## src/verilog/msoc_placeholder_none.sv

```systemverilog
`timescale 1ns/1ps
`default_nettype none
`default_nettype wire

```

## src/verilog/msoc_pkg.sv

```systemverilog
package msoc_pkg;
    // register byte offsets on the bus
    localparam logic [7:0] OFF_CTRL_A   = 8'h00;
    localparam logic [7:0] OFF_CTRL_B   = 8'h04;
    localparam logic [7:0] OFF_CTRL_C   = 8'h08;
    localparam logic [7:0] OFF_PHASE    = 8'h0c;
    localparam logic [7:0] OFF_WEIGHT   = 8'h10;
    localparam logic [7:0] OFF_DELAY    = 8'h14;
    localparam logic [7:0] OFF_CONFIG   = 8'h18;
    localparam logic [7:0] OFF_STATUS   = 8'h1c;
    localparam logic [7:0] OFF_POLARITY = 8'h20;

    // motor_control_a fields
    localparam int A_MOE = 7;
    localparam int A_SR  = 5;
    localparam int A_DAC = 4;
    localparam int A_PZ  = 1;
    localparam int A_DCB = 0;
    // motor_control_b fields
    localparam int B_RSV = 7;
    localparam int B_CPB = 6;
    localparam int B_HDM = 5;
    localparam int B_SDM = 4;
    localparam int B_OCV = 3;
    localparam int B_OS2 = 2;
    localparam int B_OS1 = 1;
    localparam int B_OS0 = 0;
    localparam logic [7:0] B_PRE_MASK = 8'h74;
    // motor_control_c, config and status fields
    localparam int C_FLAG   = 7;
    localparam int CFG_TES  = 6;
    localparam int CFG_ZEF  = 2;
    localparam int CFG_CURRENT_LIMIT_IRQ_ENABLE = 0;
    localparam int ST_CLI   = 7;
    localparam int CH_N     = 6;

    localparam logic [7:0] RST_BYTE   = 8'h00;
    localparam logic [1:0] TES_TIMER  = 2'h0;
    localparam logic [3:0] ZEF_NONE   = 4'h0;
    localparam logic [1:0] RESP_OKAY  = 2'h0;
    localparam logic [1:0] RESP_SLVERR = 2'h2;

    // which span of the step is running, one-hot
    typedef enum logic [2:0] {
        STEP_CD = 3'h1,
        STEP_DZ = 3'h2,
        STEP_ZC = 3'h4
    } msoc_step_t;

    // sticky flag, software writes 0 to clear, a set in the same cycle wins
    function automatic logic msoc_flag(input logic cur, input logic set,
                                       input logic clr);
        msoc_flag = set | (cur & ~clr);
    endfunction
endpackage

```

## src/verilog/msoc_delay_mult.sv

```systemverilog
`timescale 1ns/1ps
`default_nettype none
// weight times capture over 256, result registered
module msoc_delay_mult (
    input  wire logic       aclk,
    input  wire logic       aresetn,
    input  wire logic [7:0] weight,
    input  wire logic [7:0] capture,
    output logic      [7:0] delay_r
);
    import msoc_pkg::*;

    logic [15:0] prod;

    // dividing by 256 is just the upper byte of the product
    assign prod = weight * capture;

    always_ff @(posedge aclk) begin
        if (!aresetn) begin
            delay_r <= RST_BYTE;
        end else begin
            delay_r <= prod[15:8];
        end
    end

    delay_prod_a: assert property (@(posedge aclk) disable iff (!aresetn)
        1'b1 |=> delay_r == 8'((16'($past(weight)) * 16'($past(capture))) >> 8))
        else $error("commutation delay product wrong");
endmodule
`default_nettype wire

```

## src/verilog/msoc_top.sv

```systemverilog
// The AXI4-Lite interface to the registers and the register addresses are this design's own decisions.
`timescale 1ns/1ps
`default_nettype none
module msoc_top #(
    parameter logic [5:0] RST_OE  = 6'h00,
    parameter logic [5:0] RST_LVL = 6'h00
) (
    input  wire logic       aclk,
    input  wire logic       aresetn,
    input  wire logic [7:0] s_axi_awaddr,
    input  wire logic       s_axi_awvalid,
    output logic            s_axi_awready,
    input  wire logic [31:0] s_axi_wdata,
    input  wire logic [3:0] s_axi_wstrb,
    input  wire logic       s_axi_wvalid,
    output logic            s_axi_wready,
    output logic      [1:0] s_axi_bresp,
    output logic            s_axi_bvalid,
    input  wire logic       s_axi_bready,
    input  wire logic [7:0] s_axi_araddr,
    input  wire logic       s_axi_arvalid,
    output logic            s_axi_arready,
    output logic      [31:0] s_axi_rdata,
    output logic      [1:0] s_axi_rresp,
    output logic            s_axi_rvalid,
    input  wire logic       s_axi_rready,
    input  wire logic       hw_comm_evt,
    input  wire logic       hw_demag_evt,
    input  wire logic       sim_demag_evt,
    input  wire logic       zc_rise_evt,
    input  wire logic       zc_fall_evt,
    input  wire logic [7:0] motor_timer,
    input  wire logic       timer_ovf_evt,
    input  wire logic       speed_err_evt,
    input  wire logic       current_limit_evt,
    input  wire logic       pwm_in,
    output logic      [5:0] phase_outputs,
    output logic      [5:0] phase_outputs_oe,
    output logic            comm_evt_out,
    output logic            current_limit_irq,
    output logic            pwm_cut,
    output logic      [3:0] zero_event_filter_eff
);
    import msoc_pkg::*;
    logic [7:0] ctrl_a_r, ctrl_a_nxt, ctrl_b_r, b_act_r, ctrl_c_r, ctrl_c_nxt;
    logic [7:0] phase_r, weight_r, delay_r, config_r, polarity_r;
    logic [7:0] prev_zc_r, last_zc_r, mult_q, rd_byte;
    logic [5:0] chan_r, lvl;
    logic       cli_r, z_d1_r, z_d2_r;
    logic       aw_got_r, w_got_r;
    logic [7:0] awaddr_r, wbyte_r;
    logic       wstrb0_r;
    msoc_step_t step_r, step_nxt;
    // bus handshakes: address and data may arrive in either order
    logic aw_hs, w_hs, ar_hs, wr_do, b_done, r_done, aw_got_nxt, w_got_nxt;
    logic bvalid_nxt, rvalid_nxt, wr_hit, rd_hit;
    assign aw_hs      = s_axi_awvalid & s_axi_awready;
    assign w_hs       = s_axi_wvalid & s_axi_wready;
    assign ar_hs      = s_axi_arvalid & s_axi_arready;
    assign wr_do      = aw_got_r & w_got_r & ~s_axi_bvalid;
    assign b_done     = s_axi_bvalid & s_axi_bready;
    assign r_done     = s_axi_rvalid & s_axi_rready;
    assign aw_got_nxt = aw_hs | (aw_got_r & ~wr_do);
    assign w_got_nxt  = w_hs | (w_got_r & ~wr_do);
    assign bvalid_nxt = wr_do | (s_axi_bvalid & ~b_done);
    assign rvalid_nxt = ar_hs | (s_axi_rvalid & ~r_done);

    // write decode, byte lane 0 carries every register
    logic wr_a, wr_b, wr_c, wr_ph, wr_wt, wr_dl, wr_cfg, wr_st, wr_pol;
    assign wr_a   = wr_do & wstrb0_r & (awaddr_r == OFF_CTRL_A);
    assign wr_b   = wr_do & wstrb0_r & (awaddr_r == OFF_CTRL_B);
    assign wr_c   = wr_do & wstrb0_r & (awaddr_r == OFF_CTRL_C);
    assign wr_ph  = wr_do & wstrb0_r & (awaddr_r == OFF_PHASE);
    assign wr_wt  = wr_do & wstrb0_r & (awaddr_r == OFF_WEIGHT);
    assign wr_dl  = wr_do & wstrb0_r & (awaddr_r == OFF_DELAY);
    assign wr_cfg = wr_do & wstrb0_r & (awaddr_r == OFF_CONFIG);
    assign wr_st  = wr_do & wstrb0_r & (awaddr_r == OFF_STATUS);
    assign wr_pol = wr_do & wstrb0_r & (awaddr_r == OFF_POLARITY);
    assign wr_hit = wr_a | wr_b | wr_c | wr_ph | wr_wt | wr_dl | wr_cfg | wr_st | wr_pol
                    | (~wstrb0_r & (awaddr_r <= OFF_POLARITY) & (awaddr_r[1:0] == 2'h0));

    // control bits, immediate and preloaded
    logic dac, sr, pz, dcb, output_enable_bit, current_limit_irq_enable, voltage_overcurrent_handling, cpb_act, hdm_act, sdm_act;
    logic [1:0] tes;
    assign output_enable_bit     = ctrl_a_r[A_MOE];
    assign sr      = ctrl_a_r[A_SR];
    assign dac     = ctrl_a_r[A_DAC];
    assign pz      = ctrl_a_r[A_PZ];
    assign dcb     = ctrl_a_r[A_DCB];
    assign voltage_overcurrent_handling     = ctrl_b_r[B_OCV];
    assign cpb_act = b_act_r[B_CPB];
    assign hdm_act = b_act_r[B_HDM];
    assign sdm_act = b_act_r[B_SDM];
    assign current_limit_irq_enable    = config_r[CFG_CURRENT_LIMIT_IRQ_ENABLE];
    assign tes     = config_r[CFG_TES +: 2];
    // commutation: hardware in normal running, any phase write in direct access
    logic c_evt;
    assign c_evt = dac ? wr_ph : hw_comm_evt;
    // demag and zero events, masks and edge taken from the active copy
    logic d_evt, z_edge, z_evt;
    assign d_evt  = (hw_demag_evt & hdm_act) | (sim_demag_evt & sdm_act);
    assign z_edge = cpb_act ? zc_rise_evt : zc_fall_evt;
    assign z_evt  = z_edge & ~c_evt & (step_r != STEP_ZC);
    // step tracking; a zero before demag is ignored in sensorless mode
    always_comb begin
        step_nxt = step_r;
        case (step_r)
            STEP_CD: begin
                if (sr & z_evt) begin
                    step_nxt = STEP_ZC;
                end else if (~sr & d_evt) begin
                    step_nxt = STEP_DZ;
                end
            end
            STEP_DZ: begin
                if (z_evt) begin
                    step_nxt = STEP_ZC;
                end
            end
            STEP_ZC: step_nxt = step_r;
            default: step_nxt = STEP_CD;
        endcase
        if (c_evt) begin
            step_nxt = STEP_CD;
        end
    end

    logic z_taken;
    assign z_taken = z_evt & ((step_r == STEP_DZ) | (sr & (step_r == STEP_CD)));
    // side select: top bit preloaded, lower two live
    logic pwm_low, span_low;
    assign span_low = (step_r == STEP_CD) ? b_act_r[B_OS2] :
                      (step_r == STEP_DZ) ? ctrl_b_r[B_OS1] : ctrl_b_r[B_OS0];
    assign pwm_low  = dac ? ctrl_b_r[B_OS0] : span_low;

    // current loop cut and voltage-mode trip
    logic trip;
    assign trip = current_limit_irq_enable & cli_r & voltage_overcurrent_handling;
    // output level per channel, odd channels are high side
    always_comb begin
        for (int i = 0; i < CH_N; i++) begin
            lvl[i] = chan_r[i] & ((i[0] == pwm_low) | (pwm_in & ~cli_r));
        end
    end

    // register A: hardware trip drops the output enable and beats a write
    always_comb begin
        ctrl_a_nxt = wr_a ? wbyte_r : ctrl_a_r;
        if (trip) begin
            ctrl_a_nxt[A_MOE] = 1'b0;
        end
    end

    // register C flag source follows the speed sensor selection
    logic flag_src;
    assign flag_src = (tes == TES_TIMER) ? timer_ovf_evt : speed_err_evt;
    always_comb begin
        ctrl_c_nxt = wr_c ? wbyte_r : ctrl_c_r;
        ctrl_c_nxt[C_FLAG] = msoc_flag(ctrl_c_r[C_FLAG], flag_src,
                                       wr_c & ~wbyte_r[C_FLAG]);
    end

    // read mux; status shows live flag, step and active channels
    always_comb begin
        rd_hit  = 1'b1;
        rd_byte = RST_BYTE;
        case (s_axi_araddr)
            OFF_CTRL_A:   rd_byte = ctrl_a_r;
            OFF_CTRL_B:   rd_byte = ctrl_b_r;
            OFF_CTRL_C:   rd_byte = ctrl_c_r;
            OFF_PHASE:    rd_byte = phase_r;
            OFF_WEIGHT:   rd_byte = weight_r;
            OFF_DELAY:    rd_byte = delay_r;
            OFF_CONFIG:   rd_byte = config_r;
            OFF_STATUS:   rd_byte = {cli_r, (step_r == STEP_ZC), chan_r};
            OFF_POLARITY: rd_byte = polarity_r;
            default:      rd_hit = 1'b0;
        endcase
    end

    msoc_delay_mult u_mult (
        .aclk    (aclk),
        .aresetn (aresetn),
        .weight  (weight_r),
        .capture (dcb ? last_zc_r : prev_zc_r),
        .delay_r (mult_q)
    );
    // bus slave state
    always_ff @(posedge aclk) begin
        if (!aresetn) begin
            aw_got_r      <= 1'b0;
            w_got_r       <= 1'b0;
            awaddr_r      <= RST_BYTE;
            wbyte_r       <= RST_BYTE;
            wstrb0_r      <= 1'b0;
            s_axi_awready <= 1'b0;
            s_axi_wready  <= 1'b0;
            s_axi_bvalid  <= 1'b0;
            s_axi_bresp   <= RESP_OKAY;
            s_axi_arready <= 1'b0;
            s_axi_rvalid  <= 1'b0;
            s_axi_rresp   <= RESP_OKAY;
            s_axi_rdata   <= 32'h0;
        end else begin
            aw_got_r      <= aw_got_nxt;
            w_got_r       <= w_got_nxt;
            s_axi_awready <= ~aw_got_nxt & ~bvalid_nxt;
            s_axi_wready  <= ~w_got_nxt & ~bvalid_nxt;
            s_axi_bvalid  <= bvalid_nxt;
            s_axi_arready <= ~rvalid_nxt;
            s_axi_rvalid  <= rvalid_nxt;
            if (aw_hs) begin
                awaddr_r <= s_axi_awaddr;
            end
            if (w_hs) begin
                wbyte_r  <= s_axi_wdata[7:0];
                wstrb0_r <= s_axi_wstrb[0];
            end
            if (wr_do) begin
                s_axi_bresp <= wr_hit ? RESP_OKAY : RESP_SLVERR;
            end
            if (ar_hs) begin
                s_axi_rdata <= {24'h0, rd_byte};
                s_axi_rresp <= rd_hit ? RESP_OKAY : RESP_SLVERR;
            end
        end
    end

    // registers; preload copies move only on a commutation
    always_ff @(posedge aclk) begin
        if (!aresetn) begin
            ctrl_a_r   <= RST_BYTE;
            ctrl_b_r   <= RST_BYTE;
            b_act_r    <= RST_BYTE;
            ctrl_c_r   <= RST_BYTE;
            phase_r    <= RST_BYTE;
            chan_r     <= RST_BYTE[5:0];
            weight_r   <= RST_BYTE;
            config_r   <= RST_BYTE;
            polarity_r <= RST_BYTE;
            cli_r      <= 1'b0;
        end else begin
            ctrl_a_r <= ctrl_a_nxt;
            ctrl_c_r <= ctrl_c_nxt;
            cli_r    <= msoc_flag(cli_r, current_limit_evt, wr_st & ~wbyte_r[ST_CLI]);
            if (wr_b) begin
                ctrl_b_r <= wbyte_r & ~(8'h01 << B_RSV);
            end
            if (wr_ph) begin
                phase_r <= wbyte_r;
            end
            if (c_evt) begin
                b_act_r <= (wr_b ? wbyte_r : ctrl_b_r) & B_PRE_MASK;
                chan_r  <= wr_ph ? wbyte_r[5:0] : phase_r[5:0];
            end
            if (wr_wt) begin
                weight_r <= wbyte_r;
            end
            if (wr_cfg) begin
                config_r <= wbyte_r;
            end
            if (wr_pol) begin
                polarity_r <= wbyte_r;
            end
        end
    end

    // zero captures and commutation delay; product lands in delay_r three cycles after z
    always_ff @(posedge aclk) begin
        if (!aresetn) begin
            prev_zc_r <= RST_BYTE;
            last_zc_r <= RST_BYTE;
            delay_r   <= RST_BYTE;
            z_d1_r    <= 1'b0;
            z_d2_r    <= 1'b0;
            step_r    <= STEP_CD;
        end else begin
            z_d1_r <= z_taken;
            z_d2_r <= z_d1_r;
            step_r <= step_nxt;
            if (z_taken) begin
                prev_zc_r <= last_zc_r;
                last_zc_r <= motor_timer;
            end
            if (z_d2_r) begin
                delay_r <= mult_q;
            end else if (wr_dl) begin
                delay_r <= wbyte_r;
            end
        end
    end

    // pins; every output is a flop, one cycle behind its cause
    always_ff @(posedge aclk) begin
        if (!aresetn) begin
            phase_outputs         <= RST_LVL;
            phase_outputs_oe      <= RST_OE;
            comm_evt_out          <= 1'b0;
            current_limit_irq     <= 1'b0;
            pwm_cut               <= 1'b0;
            zero_event_filter_eff <= ZEF_NONE;
        end else begin
            phase_outputs         <= output_enable_bit ? (lvl ^ polarity_r[5:0]) : RST_LVL;
            phase_outputs_oe      <= output_enable_bit ? 6'h3f : RST_OE;
            comm_evt_out          <= c_evt;
            current_limit_irq     <= current_limit_irq_enable & cli_r;
            pwm_cut               <= cli_r & ~trip;
            zero_event_filter_eff <= pz ? ZEF_NONE : config_r[CFG_ZEF +: 4];
        end
    end

    // the event pulse leaves the same edge that loads the channels
    dac_phase_a: assert property (@(posedge aclk) disable iff (!aresetn)
        dac && wr_ph |=> chan_r == $past(wbyte_r[5:0]) && comm_evt_out)
        else $error("direct phase write not applied");
    pend_hold_a: assert property (@(posedge aclk) disable iff (!aresetn)
        !dac && !hw_comm_evt |=> $stable(chan_r) && $stable(b_act_r))
        else $error("pending value applied without commutation");
    dac_side_a: assert property (@(posedge aclk) disable iff (!aresetn)
        dac |-> pwm_low == ctrl_b_r[B_OS0])
        else $error("direct access side not from lowest bit");
    moe_off_a: assert property (@(posedge aclk) disable iff (!aresetn)
        !output_enable_bit |=> phase_outputs_oe == RST_OE && phase_outputs == RST_LVL)
        else $error("outputs not in reset state");
    pz_filter_a: assert property (@(posedge aclk) disable iff (!aresetn)
        pz |=> zero_event_filter_eff == ZEF_NONE)
        else $error("filter count not ignored");
    ocv_trip_a: assert property (@(posedge aclk) disable iff (!aresetn)
        trip |=> !output_enable_bit && current_limit_irq ##1 phase_outputs_oe == RST_OE)
        else $error("voltage over-current trip missed");
    cut_noirq_a: assert property (@(posedge aclk) disable iff (!aresetn)
        cli_r && !current_limit_irq_enable |=> pwm_cut && !current_limit_irq)
        else $error("current cut without enable wrong");
    c_flag_a: assert property (@(posedge aclk) disable iff (!aresetn)
        flag_src |=> ctrl_c_r[C_FLAG])
        else $error("register C flag not set");
    step_order_a: assert property (@(posedge aclk) disable iff (!aresetn)
        !sr && step_r == STEP_CD && !c_evt |=> step_r != STEP_ZC)
        else $error("zero taken before demag");
endmodule
`default_nettype wire

```

## config.mk

```make
export PLATFORM = sky130hd
export DESIGN_NAME = msoc_top
export DESIGN_NICKNAME = d
export VERILOG_FILES = /design/src/verilog/msoc_placeholder_none.sv /design/src/verilog/msoc_pkg.sv /design/src/verilog/msoc_delay_mult.sv /design/src/verilog/msoc_top.sv
export SDC_FILE = /design/constraint.sdc
export NUM_CORES = 1
export LEC_CHECK = 0
export ABC_CLOCK_PERIOD_IN_PS = 6190
export BUFFER_PORTS_ARGS = -buffer_cell sky130_fd_sc_hd__buf_2
export CAP_MARGIN = 20
export CORE_ASPECT_RATIO = 0.9
export CORE_MARGIN = 2
export CORE_UTILIZATION = 50
export DETAILED_ROUTE_END_ITERATION = 16
export PLACE_DENSITY = 0.72
export REMOVE_ABC_BUFFERS = 1
export SLEW_MARGIN = 20
export SYNTH_ARGS = -nofsm -noshare
export SYNTH_HDL_FRONTEND = slang
export SYNTH_SLANG_ARGS = --single-unit
```

## constraint.sdc

```tcl
create_clock -name aclk -period 6.19 [get_ports aclk]
set_input_delay 0.3095 -clock aclk [delete_from_list [all_inputs] [get_ports aclk]]
set_output_delay 0.3095 -clock aclk [all_outputs]
set_load 0.01 [all_outputs]
```

==> results of run 1 <==
## cell families after synthesis
kind of cell,synth area share
AND/OR/NAND/NOR,0.195
AO/OA/AOI/OAI,0.119
flip-flops,0.349
multiplexers,0.123
adder cells (fa/ha/maj),0.128
other,0.000432
buffers and inverters,0.0776
XOR/XNOR,0.00808
## worst register-to-register path, stage by stage, from the launching register on
cell and delay, ps:
dfxtp_1 610, mux2i_1 620, nor2b_1 140, fa_1 550, fa_1 440, fa_1 550
inv_1 50, fa_1 520, inv_1 40, ha_1 400, o21ai_0 140, nor4b_1 490
o21ai_0 140, a22oi_1 230, mux2i_1 220
## cell usage after synthesis (5+ instances only)
cell	instances
inv_1	51
nand2b_1	13
xor2_1	5
and2_1	26
nor2b_1	41
nor3_1	9
fa_1	35
nor2_1	74
buf_4	32
a21oi_1	61
nand2_1	111
nand3_1	25
a221oi_1	11
a31oi_1	5
and3_1	5
a22oi_1	7
dfxtp_1	151
a21o_1	9
ha_1	33
mux2i_1	86
o2bb2ai_1	5
mux2_2	18
clkbuf_1	44
o21ai_0	24
buf_1	5
## routing by layer
| layer | part of all wire | global-route usage | routed length (um) |
|---|---|---|---|
| met1 | 0.47 | 0.323 | 9640 |
| met2 | 0.43 | 0.354 | 8930 |
| met3 | 0.084 | 0.0581 | 1720 |
| met4 | 0.012 | 0.0559 | 250 |
| met5 | 0 | 0 | 0 |
## flip-flops by register name (all words and copies together) (netlist names), 8 cells and up
name	cells
s_axi_rdata	8
config_r	8
last_zc_r	8
awaddr_r	8
polarity_r	8
wbyte_r	8
phase_r	8
weight_r	8
prev_zc_r	8
delay_r	8
ctrl_c_r	8
u_mult.delay_r	8
ctrl_a_r	8
## metrics by stage
stage          utilization  cell area (um^2)
2_1_floorplan            -              8290
3_3_place_gp         0.534              9050
3_5_place_dp         0.534              9050
4_1_cts              0.566              9590
5_1_grt              0.566              9590
6_report             0.566              9590
## final cells by class
type,count,area (um^2),area share
Clock inverter,8,76.3,0.00796
Timing Repair Buffer,89,463,0.0483
Inverter,52,195,0.0203
Clock buffer,22,464,0.0484
Multi-Input combinational cell,702,5080,0.529
Sequential cell,151,3020,0.315
Tap cell,235,294,0.0307
## final timing paths
| path | endpoint | slack, ps | depth (start not counted) |
|---|---|---|---|
| setup / recovery | u_mult.delay_r[7]$_SDFF_PN0_ | 960 | 14 |
| hold reg to reg | z_d2_r$_SDFF_PN0_ | 430 | 1 |
| setup reg to reg | u_mult.delay_r[7]$_SDFF_PN0_ | 960 | 14 |
| hold / removal | cli_r$_SDFF_PN0_ | 120 | 3 |
## power by group through the flow
stage / Sequential [W] / Clock, W / Combinational [W]
final: 0.00101 / 0.000954 / 0.000122
after global routing: 0.00101 / 0.00101 / 0.000134
after CTS: 0.00101 / 0.000965 / 0.000121
after detailed placement: 0.00103 / 0 / 0.000120
after global placement: 0.00103 / 0 / 0.000119
after floorplan: 0.00102 / 0 / 0.0000645
## cells in the final DEF (no fill, tap or decap), drive strengths merged, types with 7 or more instances in the layout
| cell | synthesis | routed |
|---|---|---|
| a21o | 9 | 9 |
| a21oi | 61 | 61 |
| a221oi | 11 | 11 |
| a22oi | 7 | 7 |
| and2 | 26 | 26 |
| buf | 42 | 89 |
| clkbuf | 46 | 22 |
| conb | 1 | 26 |
| dfxtp | 151 | 151 |
| fa | 35 | 35 |
| ha | 33 | 33 |
| inv | 52 | 52 |
| mux2 | 18 | 18 |
| mux2i | 86 | 86 |
| nand2 | 111 | 111 |
| nand2b | 13 | 13 |
| nand3 | 25 | 25 |
| nor2 | 74 | 74 |
| nor2b | 41 | 41 |
| nor3 | 10 | 10 |
| o21ai | 24 | 24 |
==> results_tabular.tex, run 1 <==
\begin{tabular}{lr}
\hline
Metric & Value \\
\hline
\multicolumn{2}{l}{\textbf{Floorplanning}} \\
\quad Starting utilization of the core area & 0.512 \\
\quad Ports & 136 \\
\quad Die area & 18400 um\^{}2 \\
\quad DIE WIDTH & 143 um \\
\quad FP Rows & 45 \\
\quad Height of the die & between 100 and 150 um \\
\quad Std-Cell Core Area & roughly 17000 um\^{}2 \\
\multicolumn{2}{l}{\textbf{Clock network}} \\
\quad Count of instances resized after the clock tree is built & 0 \\
\quad Clock tree from TritonCTS & yes \\
\quad Clock tree buffer depth & 2 \\
\quad CTS Hold Bufs & 0 \\
\quad CTS root buf & clkbuf\_16 \\
\quad Post-CTS setup buffer count & 0 \\
\quad \# clock sinks & between 150 and 200 \\
\quad Number of levels the H-tree was split into & 4 \\
\quad Source-to-sink clock delay at the later pin of the worst-skew pair & 420 ps \\
\quad Inserted Clock Buffers & 17 \\
\quad Clk slew on worst S/H paths & 60 ps \\
\multicolumn{2}{l}{\textbf{Global routing}} \\
\quad Gr ovfl total & 0 \\
\quad Maximum number of pins on one net before global-route repair & 65 \\
\quad Total global routing track utilization & 0.229 \\
\quad Initial antenna violation count & 0 \\
\quad First-pass GRT wire length & around 33 mm \\
\quad Via count of the first global-routing pass & around 6300 \\
\multicolumn{2}{l}{\textbf{Pwr}} \\
\quad Power share of the combinational group & 0.058 \\
\quad Sequential share of power & 0.485 \\
\quad Leakage dissipation & about 4.4 nW \\
\quad Total power consumption of the routed design & about 0.0021 W \\
\quad Net Switching & $\sim$0.00049 W \\
\quad Proportion of total power due to net switching & 0.234 \\
\quad Internal power & 0.00160 W \\
\quad Clock power share & 0.457 \\
\quad Worst VDD drop & between 200 and 250 uV \\
\quad Cell area power density & about 220 nW/um\^{}2 \\
\multicolumn{2}{l}{\textbf{Flow run}} \\
\quad Max-Cap Viols & 0 \\
\multicolumn{2}{l}{\textbf{Place}} \\
\quad Number of instances in the placed design & 1229 \\
\quad GP Congestion & $\sim$0.9 \\
\quad Number of port buffers & 82 \\
\quad HPWL after detailed placement & 14.9 mm \\
\quad Pre-CTS WS & 970 ps \\
\multicolumn{2}{l}{\textbf{Timing}} \\
\quad Total negative setup slack & 0 ps \\
\quad Hold slack & 116 ps \\
\quad Setup violations, final & 0 \\
\quad Final slew viol count & 0 \\
\quad Final-report hold violation count & 0 \\
\quad Relative slew margins & 0.413 \\
\quad Post-route fraction of the period consumed by the critical path & 0.844 \\
\quad Maximum operating frequency & 191 MHz \\
\quad Post-Route Skew & 11.0 ps \\
\quad RSZ-0062 raised after global routing & no \\
\quad Measured slew at the worst slew-check pin & 874 ps \\
\quad Tmin final & 5230 ps \\
\quad Final WS setup & 964 ps \\
\multicolumn{2}{l}{\textbf{Setup path}} \\
\quad Critical path cell sequence & mux2i\_1 -> nor2b\_1 -> fa\_1 -> fa\_1 -> fa\_1 -> inv\_1 -> fa\_1 -> inv\_1 -> ha\_1 -> o21ai\_0 -> nor4b\_1 -> o21ai\_0 -> a22oi\_1 -> mux2i\_1 \\
\quad Largest fanout on the critical path & 10 \\
\quad Critical-path cell with the highest stage delay & dfxtp\_1 \\
\quad Cell family contributing the most delay on the critical path & adder cells \\
\quad Dominant cell type by count on the critical path & fa\_1 \\
\quad Required arrival time at the worst endpoint & around 6500 ps \\
\quad Setup CP Type & flip-flop to flip-flop \\
\quad Category of the worst setup path launch point & flip-flop \\
\quad Sum of buffers and inverters on the critical path & 2 \\
\quad CP startpoint & ctrl\_a\_r[0]\$\_SDFFE\_PN0P\_ \\
\quad Arrival time worst endpoint & $\sim$5600 ps \\
\quad Delay of the slowest critical-path stage & 610 ps \\
\quad Crit. End Element & flip-flop \\
\quad Beginning of the worst register-to-register path & ctrl\_a\_r[0]\$\_SDFFE\_PN0P\_ \\
\multicolumn{2}{l}{\textbf{Yosys}} \\
\quad Share of the yosys chip area belonging to registers & 0.349 \\
\quad Biggest area contributors in the synthesized netlist & dfxtp\_1 (35\%), mux2i\_1 (9.9\%), fa\_1 (8.1\%), nand2\_1 (4.8\%), ha\_1 (4.8\%) \\
\quad Synthesis-stage register bit count & around 150 \\
\quad Library cells used by synthesis & 70 \\
\quad Most frequently used flop master after synthesis & dfxtp\_1 \\
\quad Syn Std Cell Area & 8670 um\^{}2 \\
\quad Count of yosys warnings during synthesis & 0 \\
\quad Average cell area after synthesis & 8.96 um\^{}2 \\
\quad Largest area contributor in the synthesized netlist & dfxtp\_1 \\
\quad Async SR Flop Fraction & 0 \\
\quad Count of mapped cells out of synthesis & between 900 and 1000 \\
\quad Top cell type's share of synthesized area & 0.349 \\
\quad Post-synth EDFFs & 0 \\
\multicolumn{2}{l}{\textbf{Cells and area}} \\
\quad Layout cells sized above 1 & 0.142 \\
\quad Antenna diode instance count & 0 \\
\quad Layout Cells excl Fill & 1259 \\
\quad Filler cell count & 1549 \\
\quad NumNets Final & 1157 \\
\quad Area added between synthesis and finish & 10.6\% \\
\multicolumn{2}{l}{\textbf{Routing}} \\
\quad DRT antenna net count & 0 \\
\quad Drt pass-1 iters & 5 \\
\quad Number of vias per cell & between 5 and 6 \\
\quad First-iteration detailed-routing DRC count & around 530 \\
\quad Total DRC errors in the routed layout & 0 \\
\quad DR WL/cell & between 15 and 20 um \\
\quad Via count of the routed design & a little under 7000 \\
\quad Detailed-route wire length & 20.5 mm \\
\multicolumn{2}{l}{\textbf{Hold path}} \\
\quad HP Class & primary input to flip-flop \\
\quad Startpoint of the worst hold path & current\_limit\_evt \\
\multicolumn{2}{l}{\textbf{Outcome}} \\
\quad Run status & finished clean \\
\hline
\end{tabular}
Note: power is estimated with default switching activity, not from simulation.
==> run 2, diff against run 1 <==
--- a/config.mk
+++ b/config.mk
@@ -5,7 +5,7 @@
 export SDC_FILE = /design/constraint.sdc
 export NUM_CORES = 1
 export LEC_CHECK = 0
-export ABC_CLOCK_PERIOD_IN_PS = 6190
+export ABC_CLOCK_PERIOD_IN_PS = 5300
 export BUFFER_PORTS_ARGS = -buffer_cell sky130_fd_sc_hd__buf_2
 export CAP_MARGIN = 20
 export CORE_ASPECT_RATIO = 0.9
==> constraint.sdc (replaced) <==
create_clock -name aclk -period 5.3 [get_ports aclk]
set_input_delay 0.265 -clock aclk [delete_from_list [all_inputs] [get_ports aclk]]
set_output_delay 0.265 -clock aclk [all_outputs]
set_load 0.01 [all_outputs]
==> run 2 against run 1 <==
Effect of this change:
- combinational power grew 16%
- die area is the same
- clock skew shrank 1.4 ps
- final cell count grew 0.48%
- power grew 23%
- register-to-register slack lost 580 ps
- via count shrank 0.19%
- flip-flop and latch count is the same
- utilization grew 0.64 points
- fmax grew 6.4%
- sequential power grew 17%
- worst hold slack lost 41 ps
- largest cell class unchanged
==> results_tabular.tex, run 2 (synthesis gave the netlist of run 1 again) <==
\begin{tabular}{lr}
\hline
Metric & Value \\
\hline
\multicolumn{2}{l}{\textbf{Setup path}} \\
\quad Arrival time worst endpoint & 5260 ps \\
\quad Category of the worst setup path launch point & flip-flop \\
\quad Crit. End Element & flip-flop \\
\quad Largest fanout on the critical path & 10 \\
\quad Required arrival time at the worst endpoint & 5650 ps \\
\quad Setup CP Type & flip-flop to flip-flop \\
\quad CP startpoint & ctrl\_a\_r[0]\$\_SDFFE\_PN0P\_ \\
\quad Beginning of the worst register-to-register path & ctrl\_a\_r[0]\$\_SDFFE\_PN0P\_ \\
\multicolumn{2}{l}{\textbf{Timing}} \\
\quad Total negative setup slack & 0 ps \\
\quad Final-report hold violation count & 0 \\
\quad Measured slew at the worst slew-check pin & 932 ps \\
\quad Hold slack & 75.1 ps \\
\quad Maximum operating frequency & 204 MHz \\
\quad Final slew viol count & 0 \\
\quad Post-Route Skew & slightly below 10 ps \\
\quad RSZ-0062 raised after global routing & no \\
\quad Setup violations, final & 0 \\
\quad Final WS setup & 386 ps \\
\quad Relative slew margins & 0.379 \\
\quad Post-route fraction of the period consumed by the critical path & 0.927 \\
\quad Tmin final & 4910 ps \\
\multicolumn{2}{l}{\textbf{Place}} \\
\quad GP Congestion & 0.934 \\
\quad Number of port buffers & 82 \\
\quad HPWL after detailed placement & 15.0 mm \\
\quad Pre-CTS WS & roughly 300 ps \\
\multicolumn{2}{l}{\textbf{Global routing}} \\
\quad Initial antenna violation count & 0 \\
\quad First-pass GRT wire length & between 30 and 40 mm \\
\quad Via count of the first global-routing pass & 6539 \\
\quad Gr ovfl total & 0 \\
\quad Total global routing track utilization & 0.235 \\
\quad Maximum number of pins on one net before global-route repair & 66 \\
\multicolumn{2}{l}{\textbf{Clock network}} \\
\quad Clock tree buffer depth & 2 \\
\quad CTS root buf & clkbuf\_16 \\
\quad Source-to-sink clock delay at the later pin of the worst-skew pair & 430 ps \\
\quad Clk slew on worst S/H paths & 60 ps \\
\quad Number of levels the H-tree was split into & 4 \\
\quad Clock tree from TritonCTS & yes \\
\quad CTS Hold Bufs & 0 \\
\quad Count of instances resized after the clock tree is built & 0 \\
\quad \# clock sinks & 151 \\
\quad Inserted Clock Buffers & 17 \\
\quad Post-CTS setup buffer count & 0 \\
\multicolumn{2}{l}{\textbf{Floorplanning}} \\
\quad Starting utilization of the core area & 0.512 \\
\quad Std-Cell Core Area & 16900 um\^{}2 \\
\quad Ports & 136 \\
\quad Die area & 18400 um\^{}2 \\
\quad DIE WIDTH & 143 um \\
\quad FP Rows & 45 \\
\quad Height of the die & 129 um \\
\multicolumn{2}{l}{\textbf{Cells and area}} \\
\quad Final cell utilization of the core & 0.572 \\
\quad Most common cell after layout, fill and taps aside & dfxtp\_1 \\
\quad Layout cells sized above 1 & 0.150 \\
\quad Filler cell count & 1511 \\
\quad Antenna diode instance count & 0 \\
\quad Commonest cells after routing, fill and taps aside & dfxtp\_1 (151), nand2\_1 (111), mux2i\_1 (86) \\
\quad Area added between synthesis and finish & 11.9\% \\
\quad NumNets Final & $\sim$1200 \\
\multicolumn{2}{l}{\textbf{Routing}} \\
\quad Number of vias per cell & 5.47 \\
\quad Drt pass-1 iters & 5 \\
\quad Detailed-route wire length & about 21 mm \\
\quad Via count of the routed design & 6916 \\
\quad DR WL/cell & 16.4 um \\
\quad First-iteration detailed-routing DRC count & between 500 and 600 \\
\quad DRT antenna net count & 0 \\
\quad Total DRC errors in the routed layout & 0 \\
\multicolumn{2}{l}{\textbf{Pwr}} \\
\quad Cell area power density & around 270 nW/um\^{}2 \\
\quad Worst VDD drop & 210 uV \\
\quad Total power consumption of the routed design & between 0.002 and 0.003 W \\
\quad Leakage dissipation & 4.43 nW \\
\multicolumn{2}{l}{\textbf{Hold path}} \\
\quad Startpoint of the worst hold path & s\_axi\_awaddr[0] \\
\quad HP Class & primary input to flip-flop \\
\multicolumn{2}{l}{\textbf{Flow run}} \\
\quad Max-Cap Viols & 0 \\
\multicolumn{2}{l}{\textbf{Outcome}} \\
\quad Run status & finished clean \\
\hline
\end{tabular}
==> run 2: final cells by class <==
cell class              count  area [um^2]  area share
repair buffers             93          493      0.0508
flip-flops and latches    151         3020       0.312
multi-input cells         702         5080       0.524
well taps                 235          294      0.0303
clock inverters            14          173      0.0178
inverters                  52          196      0.0202
clock buffers              18          439      0.0453
==> run 2: per-stage QoR <==
| stage | cell area [um^2] | std cells |
|---|---|---|
| final | 9700 | 1265 |
| after global routing | 9700 | 1265 |
| after global placement | 9080 | 1233 |
| after detailed placement | 9080 | 1233 |
| after floorplan | 8290 | 905 |
| after CTS | 9690 | 1265 |
==> run 2: metal layers <==
| metal | part of all wire | up-vias | wire length (um) | global-route usage |
|---|---|---|---|---|
| met1 | 0.47 | 3278 | 9740 | 0.328 |
| met4 | 0.021 | 0 | 441 | 0.0804 |
| met5 | 0 | - | 0 | 0 |
| met2 | 0.44 | 253 | 9070 | 0.361 |
| li1 | - | 3348 | - | - |
| met3 | 0.073 | 37 | 1510 | 0.0510 |
==> run 2: critical path, cell delays in order, from the launching register on <==
cell     delay, ps
dfxtp_1        620
mux2_2         460
and2_1         200
fa_1           500
fa_1           510
fa_1           540
inv_1           50
fa_1           530
inv_1           40
ha_1           250
a21o_1         190
a21o_1         170
a221o_1        340
a31oi_1        200
mux2i_1        210
==> run 2: path summary, 6_finish.rpt <==
kind / end / slack, ps / cells after the start
max: u_mult.delay_r[5]$_SDFF_PN0_ / 390 / 14
min: awaddr_r[0]$_SDFFE_PN0P_ / 80 / 3
max reg2reg: u_mult.delay_r[5]$_SDFF_PN0_ / 390 / 14
min reg2reg: z_d2_r$_SDFF_PN0_ / 430 / 1
==> run 2: where the power goes <==
| part | switching (W) | internal [W] |
|---|---|---|
| clock | 0.000494 | 0.000756 |
| sequential | 0.0000261 | 0.00115 |
| combinational | 0.0000923 | 0.0000499 |
==> run 3, diff against run 2 <==
--- a/config.mk
+++ b/config.mk
@@ -5,12 +5,14 @@
 export SDC_FILE = /design/constraint.sdc
 export NUM_CORES = 1
 export LEC_CHECK = 0
+export ABC_AREA = 1
 export ABC_CLOCK_PERIOD_IN_PS = 5300
 export BUFFER_PORTS_ARGS = -buffer_cell sky130_fd_sc_hd__buf_2
 export CAP_MARGIN = 20
 export CORE_ASPECT_RATIO = 0.9
-export CORE_MARGIN = 2
+export CORE_MARGIN = 5
 export CORE_UTILIZATION = 50
+export CTS_CLUSTER_DIAMETER = 40
 export DETAILED_ROUTE_END_ITERATION = 16
 export PLACE_DENSITY = 0.72
 export REMOVE_ABC_BUFFERS = 1
==> run 3 against run 2 <==
Effect of this change:
- synthesized area is essentially flat
- register-to-register slack gained 130 ps
- critical path depth grew 1
- clock-buffer cell count grew 6
- synthesized cell count grew 22%
- final cell count grew 17%
- clock power is essentially flat
- combinational power grew 7%
- flip-flop and latch count is the same
- via count grew 11%
- die area grew 9.1%
==> results_tabular.tex, run 3 <==
\begin{tabular}{lr}
\hline
Metric & Value \\
\hline
\multicolumn{2}{l}{\textbf{Outcome}} \\
\quad Run status & finished clean \\
\multicolumn{2}{l}{\textbf{Cells and area}} \\
\quad Final Instance Area & 9640 um\^{}2 \\
\quad Antenna diode instance count & 0 \\
\quad Filler cell count & approximately 1600 \\
\quad Area used by multi-input combinational logic & 4750 um\^{}2 \\
\quad Layout cells sized above 1 & 0.132 \\
\quad Seq. cell area & about 3000 um\^{}2 \\
\quad Final cell utilization of the core & 0.569 \\
\quad NumNets Final & 1381 \\
\quad Layout Cells excl Fill & 1485 \\
\quad Area added between synthesis and finish & 11.1\% \\
\quad Most common cell after layout, fill and taps aside & nand2\_1 \\
\quad Commonest cells after routing, fill and taps aside & nand2\_1 (204), nor2\_1 (183), dfxtp\_1 (151) \\
\multicolumn{2}{l}{\textbf{Setup path}} \\
\quad Register-to-register setup slack & 510 ps \\
\quad Beginning of the worst register-to-register path & ctrl\_a\_r[0]\$\_SDFFE\_PN0P\_ \\
\quad Setup CP Type & flip-flop to flip-flop \\
\quad Crit. End Element & flip-flop \\
\quad Setup crit end & u\_mult.delay\_r[6]\$\_SDFF\_PN0\_ \\
\quad Arrival time worst endpoint & slightly above 5000 ps \\
\quad Largest fanout on the critical path & 17 \\
\quad Category of the worst setup path launch point & flip-flop \\
\quad Reg-to-reg critical path endpoint & u\_mult.delay\_r[6]\$\_SDFF\_PN0\_ \\
\quad R2r worst-path depth & 15 \\
\quad CP startpoint & ctrl\_a\_r[0]\$\_SDFFE\_PN0P\_ \\
\quad Required arrival time at the worst endpoint & 5610 ps \\
\multicolumn{2}{l}{\textbf{Clock network}} \\
\quad Clock tree buffer depth & 2 \\
\quad Post-CTS setup buffer count & 0 \\
\quad CTS Hold Bufs & 0 \\
\quad Clk slew on worst S/H paths & 60 ps \\
\quad Number of levels the H-tree was split into & 4 \\
\quad CTS root buf & clkbuf\_16 \\
\quad Source-to-sink clock delay at the later pin of the worst-skew pair & 420 ps \\
\quad Clock tree from TritonCTS & yes \\
\quad Inserted Clock Buffers & 17 \\
\quad \# clock sinks & roughly 150 \\
\quad Count of instances resized after the clock tree is built & 0 \\
\multicolumn{2}{l}{\textbf{Global routing}} \\
\quad Via count of the first global-routing pass & 7050 \\
\quad Total global routing track utilization & 0.218 \\
\quad First-pass GRT wire length & 35.3 mm \\
\quad Maximum number of pins on one net before global-route repair & 83 \\
\quad Initial antenna violation count & 0 \\
\quad Gr ovfl total & 0 \\
\multicolumn{2}{l}{\textbf{Floorplanning}} \\
\quad Starting utilization of the core area & 0.512 \\
\quad Die area & slightly above 20000 um\^{}2 \\
\quad Ports & 136 \\
\quad FP Rows & 45 \\
\quad Std-Cell Core Area & 16900 um\^{}2 \\
\quad DIE WIDTH & about 150 um \\
\quad Height of the die & 135 um \\
\multicolumn{2}{l}{\textbf{Yosys}} \\
\quad Count of yosys warnings during synthesis & 0 \\
\quad Average cell area after synthesis & 7.36 um\^{}2 \\
\quad Biggest area contributors in the synthesized netlist & dfxtp\_1 (35\%), nand2\_1 (8.8\%), fa\_1 (8.1\%), nor2\_1 (7.9\%), inv\_1 (5.8\%) \\
\quad Top cell type's share of synthesized area & 0.348 \\
\quad Async SR Flop Fraction & 0 \\
\quad Most instantiated cells after synthesis & nand2\_1 (204), nor2\_1 (183), dfxtp\_1 (151), inv\_1 (135), a21oi\_1 (97) \\
\quad Share of the yosys chip area belonging to registers & 0.348 \\
\quad Largest area contributor in the synthesized netlist & dfxtp\_1 \\
\quad Most frequently used flop master after synthesis & dfxtp\_1 \\
\quad Library cells used by synthesis & between 40 and 50 \\
\quad Synthesis-stage register bit count & 151 \\
\quad Post-synth EDFFs & 0 \\
\quad Syn Std Cell Area & just under 9000 um\^{}2 \\
\quad Top-count cell post-synth & nand2\_1 \\
\quad Count of mapped cells out of synthesis & 1179 \\
\multicolumn{2}{l}{\textbf{Timing}} \\
\quad Measured slew at the worst slew-check pin & 948 ps \\
\quad Final-report hold violation count & 0 \\
\quad Setup violations, final & 0 \\
\quad Maximum operating frequency & 209 MHz \\
\quad Post-route fraction of the period consumed by the critical path & 0.903 \\
\quad Tmin final & 4790 ps \\
\quad Relative slew margins & 0.368 \\
\quad Post-Route Skew & 10.5 ps \\
\quad RSZ-0062 raised after global routing & no \\
\quad Final WS setup & 512 ps \\
\quad Total negative setup slack & 0 ps \\
\quad Final slew viol count & 0 \\
\multicolumn{2}{l}{\textbf{Pwr}} \\
\quad Cell area power density & approximately 270 nW/um\^{}2 \\
\quad Leakage dissipation & 4.46 nW \\
\quad Worst VDD drop & 288 uV \\
\multicolumn{2}{l}{\textbf{Hold path}} \\
\quad Number of cells traversed by the worst hold path & 3 \\
\quad HP Class & primary input to flip-flop \\
\multicolumn{2}{l}{\textbf{Routing}} \\
\quad DR WL/cell & 14.6 um \\
\quad DRT antenna net count & 0 \\
\quad Number of vias per cell & 5.15 \\
\quad First-iteration detailed-routing DRC count & 721 \\
\quad Total DRC errors in the routed layout & 0 \\
\quad Drt pass-1 iters & 5 \\
\quad Via count of the routed design & 7648 \\
\quad Detailed-route wire length & 21.6 mm \\
\multicolumn{2}{l}{\textbf{Place}} \\
\quad Number of port buffers & roughly 80 \\
\quad HPWL after detailed placement & 15.7 mm \\
\quad GP Congestion & 0.889 \\
\quad Number of instances in the placed design & 1453 \\
\quad Area after detailed placement & 9030 um\^{}2 \\
\quad Pre-CTS WS & 520 ps \\
\multicolumn{2}{l}{\textbf{Flow run}} \\
\quad Max-Cap Viols & 0 \\
\hline
\end{tabular}
[run 3: power by group]
group	internal (W)	switching (W)	total [W]
combinational	0.0000402	0.000111	0.000152
sequential	0.00115	0.0000101	0.00116
clock	0.000788	0.000454	0.00124
total	0.00198	0.000575	0.00256
[run 3: cells by family (layout without fill, tap and decap cells)]
family	Yosys count	in the layout	share of synthesized area
compound gates	221	221	0.142
xor+xnor	1	1	0.00101
fa+ha+maj	68	68	0.128
buf+inv	214	260	0.116
flops	151	151	0.348
mux	1	1	0.00115
other cells	1	26	0.000432
simple gates	522	522	0.263
[run 3: worst min-delay path by stage]
stage	to	from
2_1_floorplan	z_d2_r$_SDFF_PN0_	aresetn
3_3_place_gp	zero_event_filter_eff[0]$_SDFF_PP0_	config_r[2]$_SDFFE_PN0P_
3_5_place_dp	z_d2_r$_SDFF_PN0_	z_d1_r$_SDFF_PN0_
4_1_cts	last_zc_r[3]$_SDFFE_PN0P_	motor_timer[3]
5_1_grt	last_zc_r[3]$_SDFFE_PN0P_	motor_timer[3]
6_report	last_zc_r[5]$_SDFFE_PN0P_	motor_timer[5]
[run 3: area by class of cell]
| class | instances | share of cell area |
|---|---|---|
| Inverter | 145 | 0.0572 |
| Tap cell | 235 | 0.0305 |
| Multi-Input combinational cell | 839 | 0.492 |
| Clock inverter | 8 | 0.0123 |
| Clock buffer | 24 | 0.0510 |
| Timing Repair Buffer | 83 | 0.0433 |
| Sequential cell | 151 | 0.313 |
[run 3: routing by layer]
layer,vias to the layer above,global-route usage,part of all wire
li1,3846,-,-
met1,3459,0.326,0.47
met2,316,0.325,0.43
met3,27,0.0433,0.092
met4,0,0.0519,0.013
met5,-,0,0
[run 3: worst max-delay path: stages (launching register included)]
cell and delay, ps:
dfxtp_1 460, o21ai_0 690, nor2_1 140, fa_1 530
fa_1 520, fa_1 540, inv_1 50, fa_1 530
inv_1 50, ha_1 360, a21oi_1 230, o21ai_0 160
a21oi_1 210, nand3_1 100, nand2_1 60, nor2_1 40
[run 3: through the flow]
stage          hold WS [ps]  total power, W
6_report               66.8         0.00256
5_1_grt                62.8         0.00264
4_1_cts                53.7         0.00257
3_5_place_dp            432         0.00134
3_3_place_gp            435         0.00133
2_1_floorplan           358         0.00127
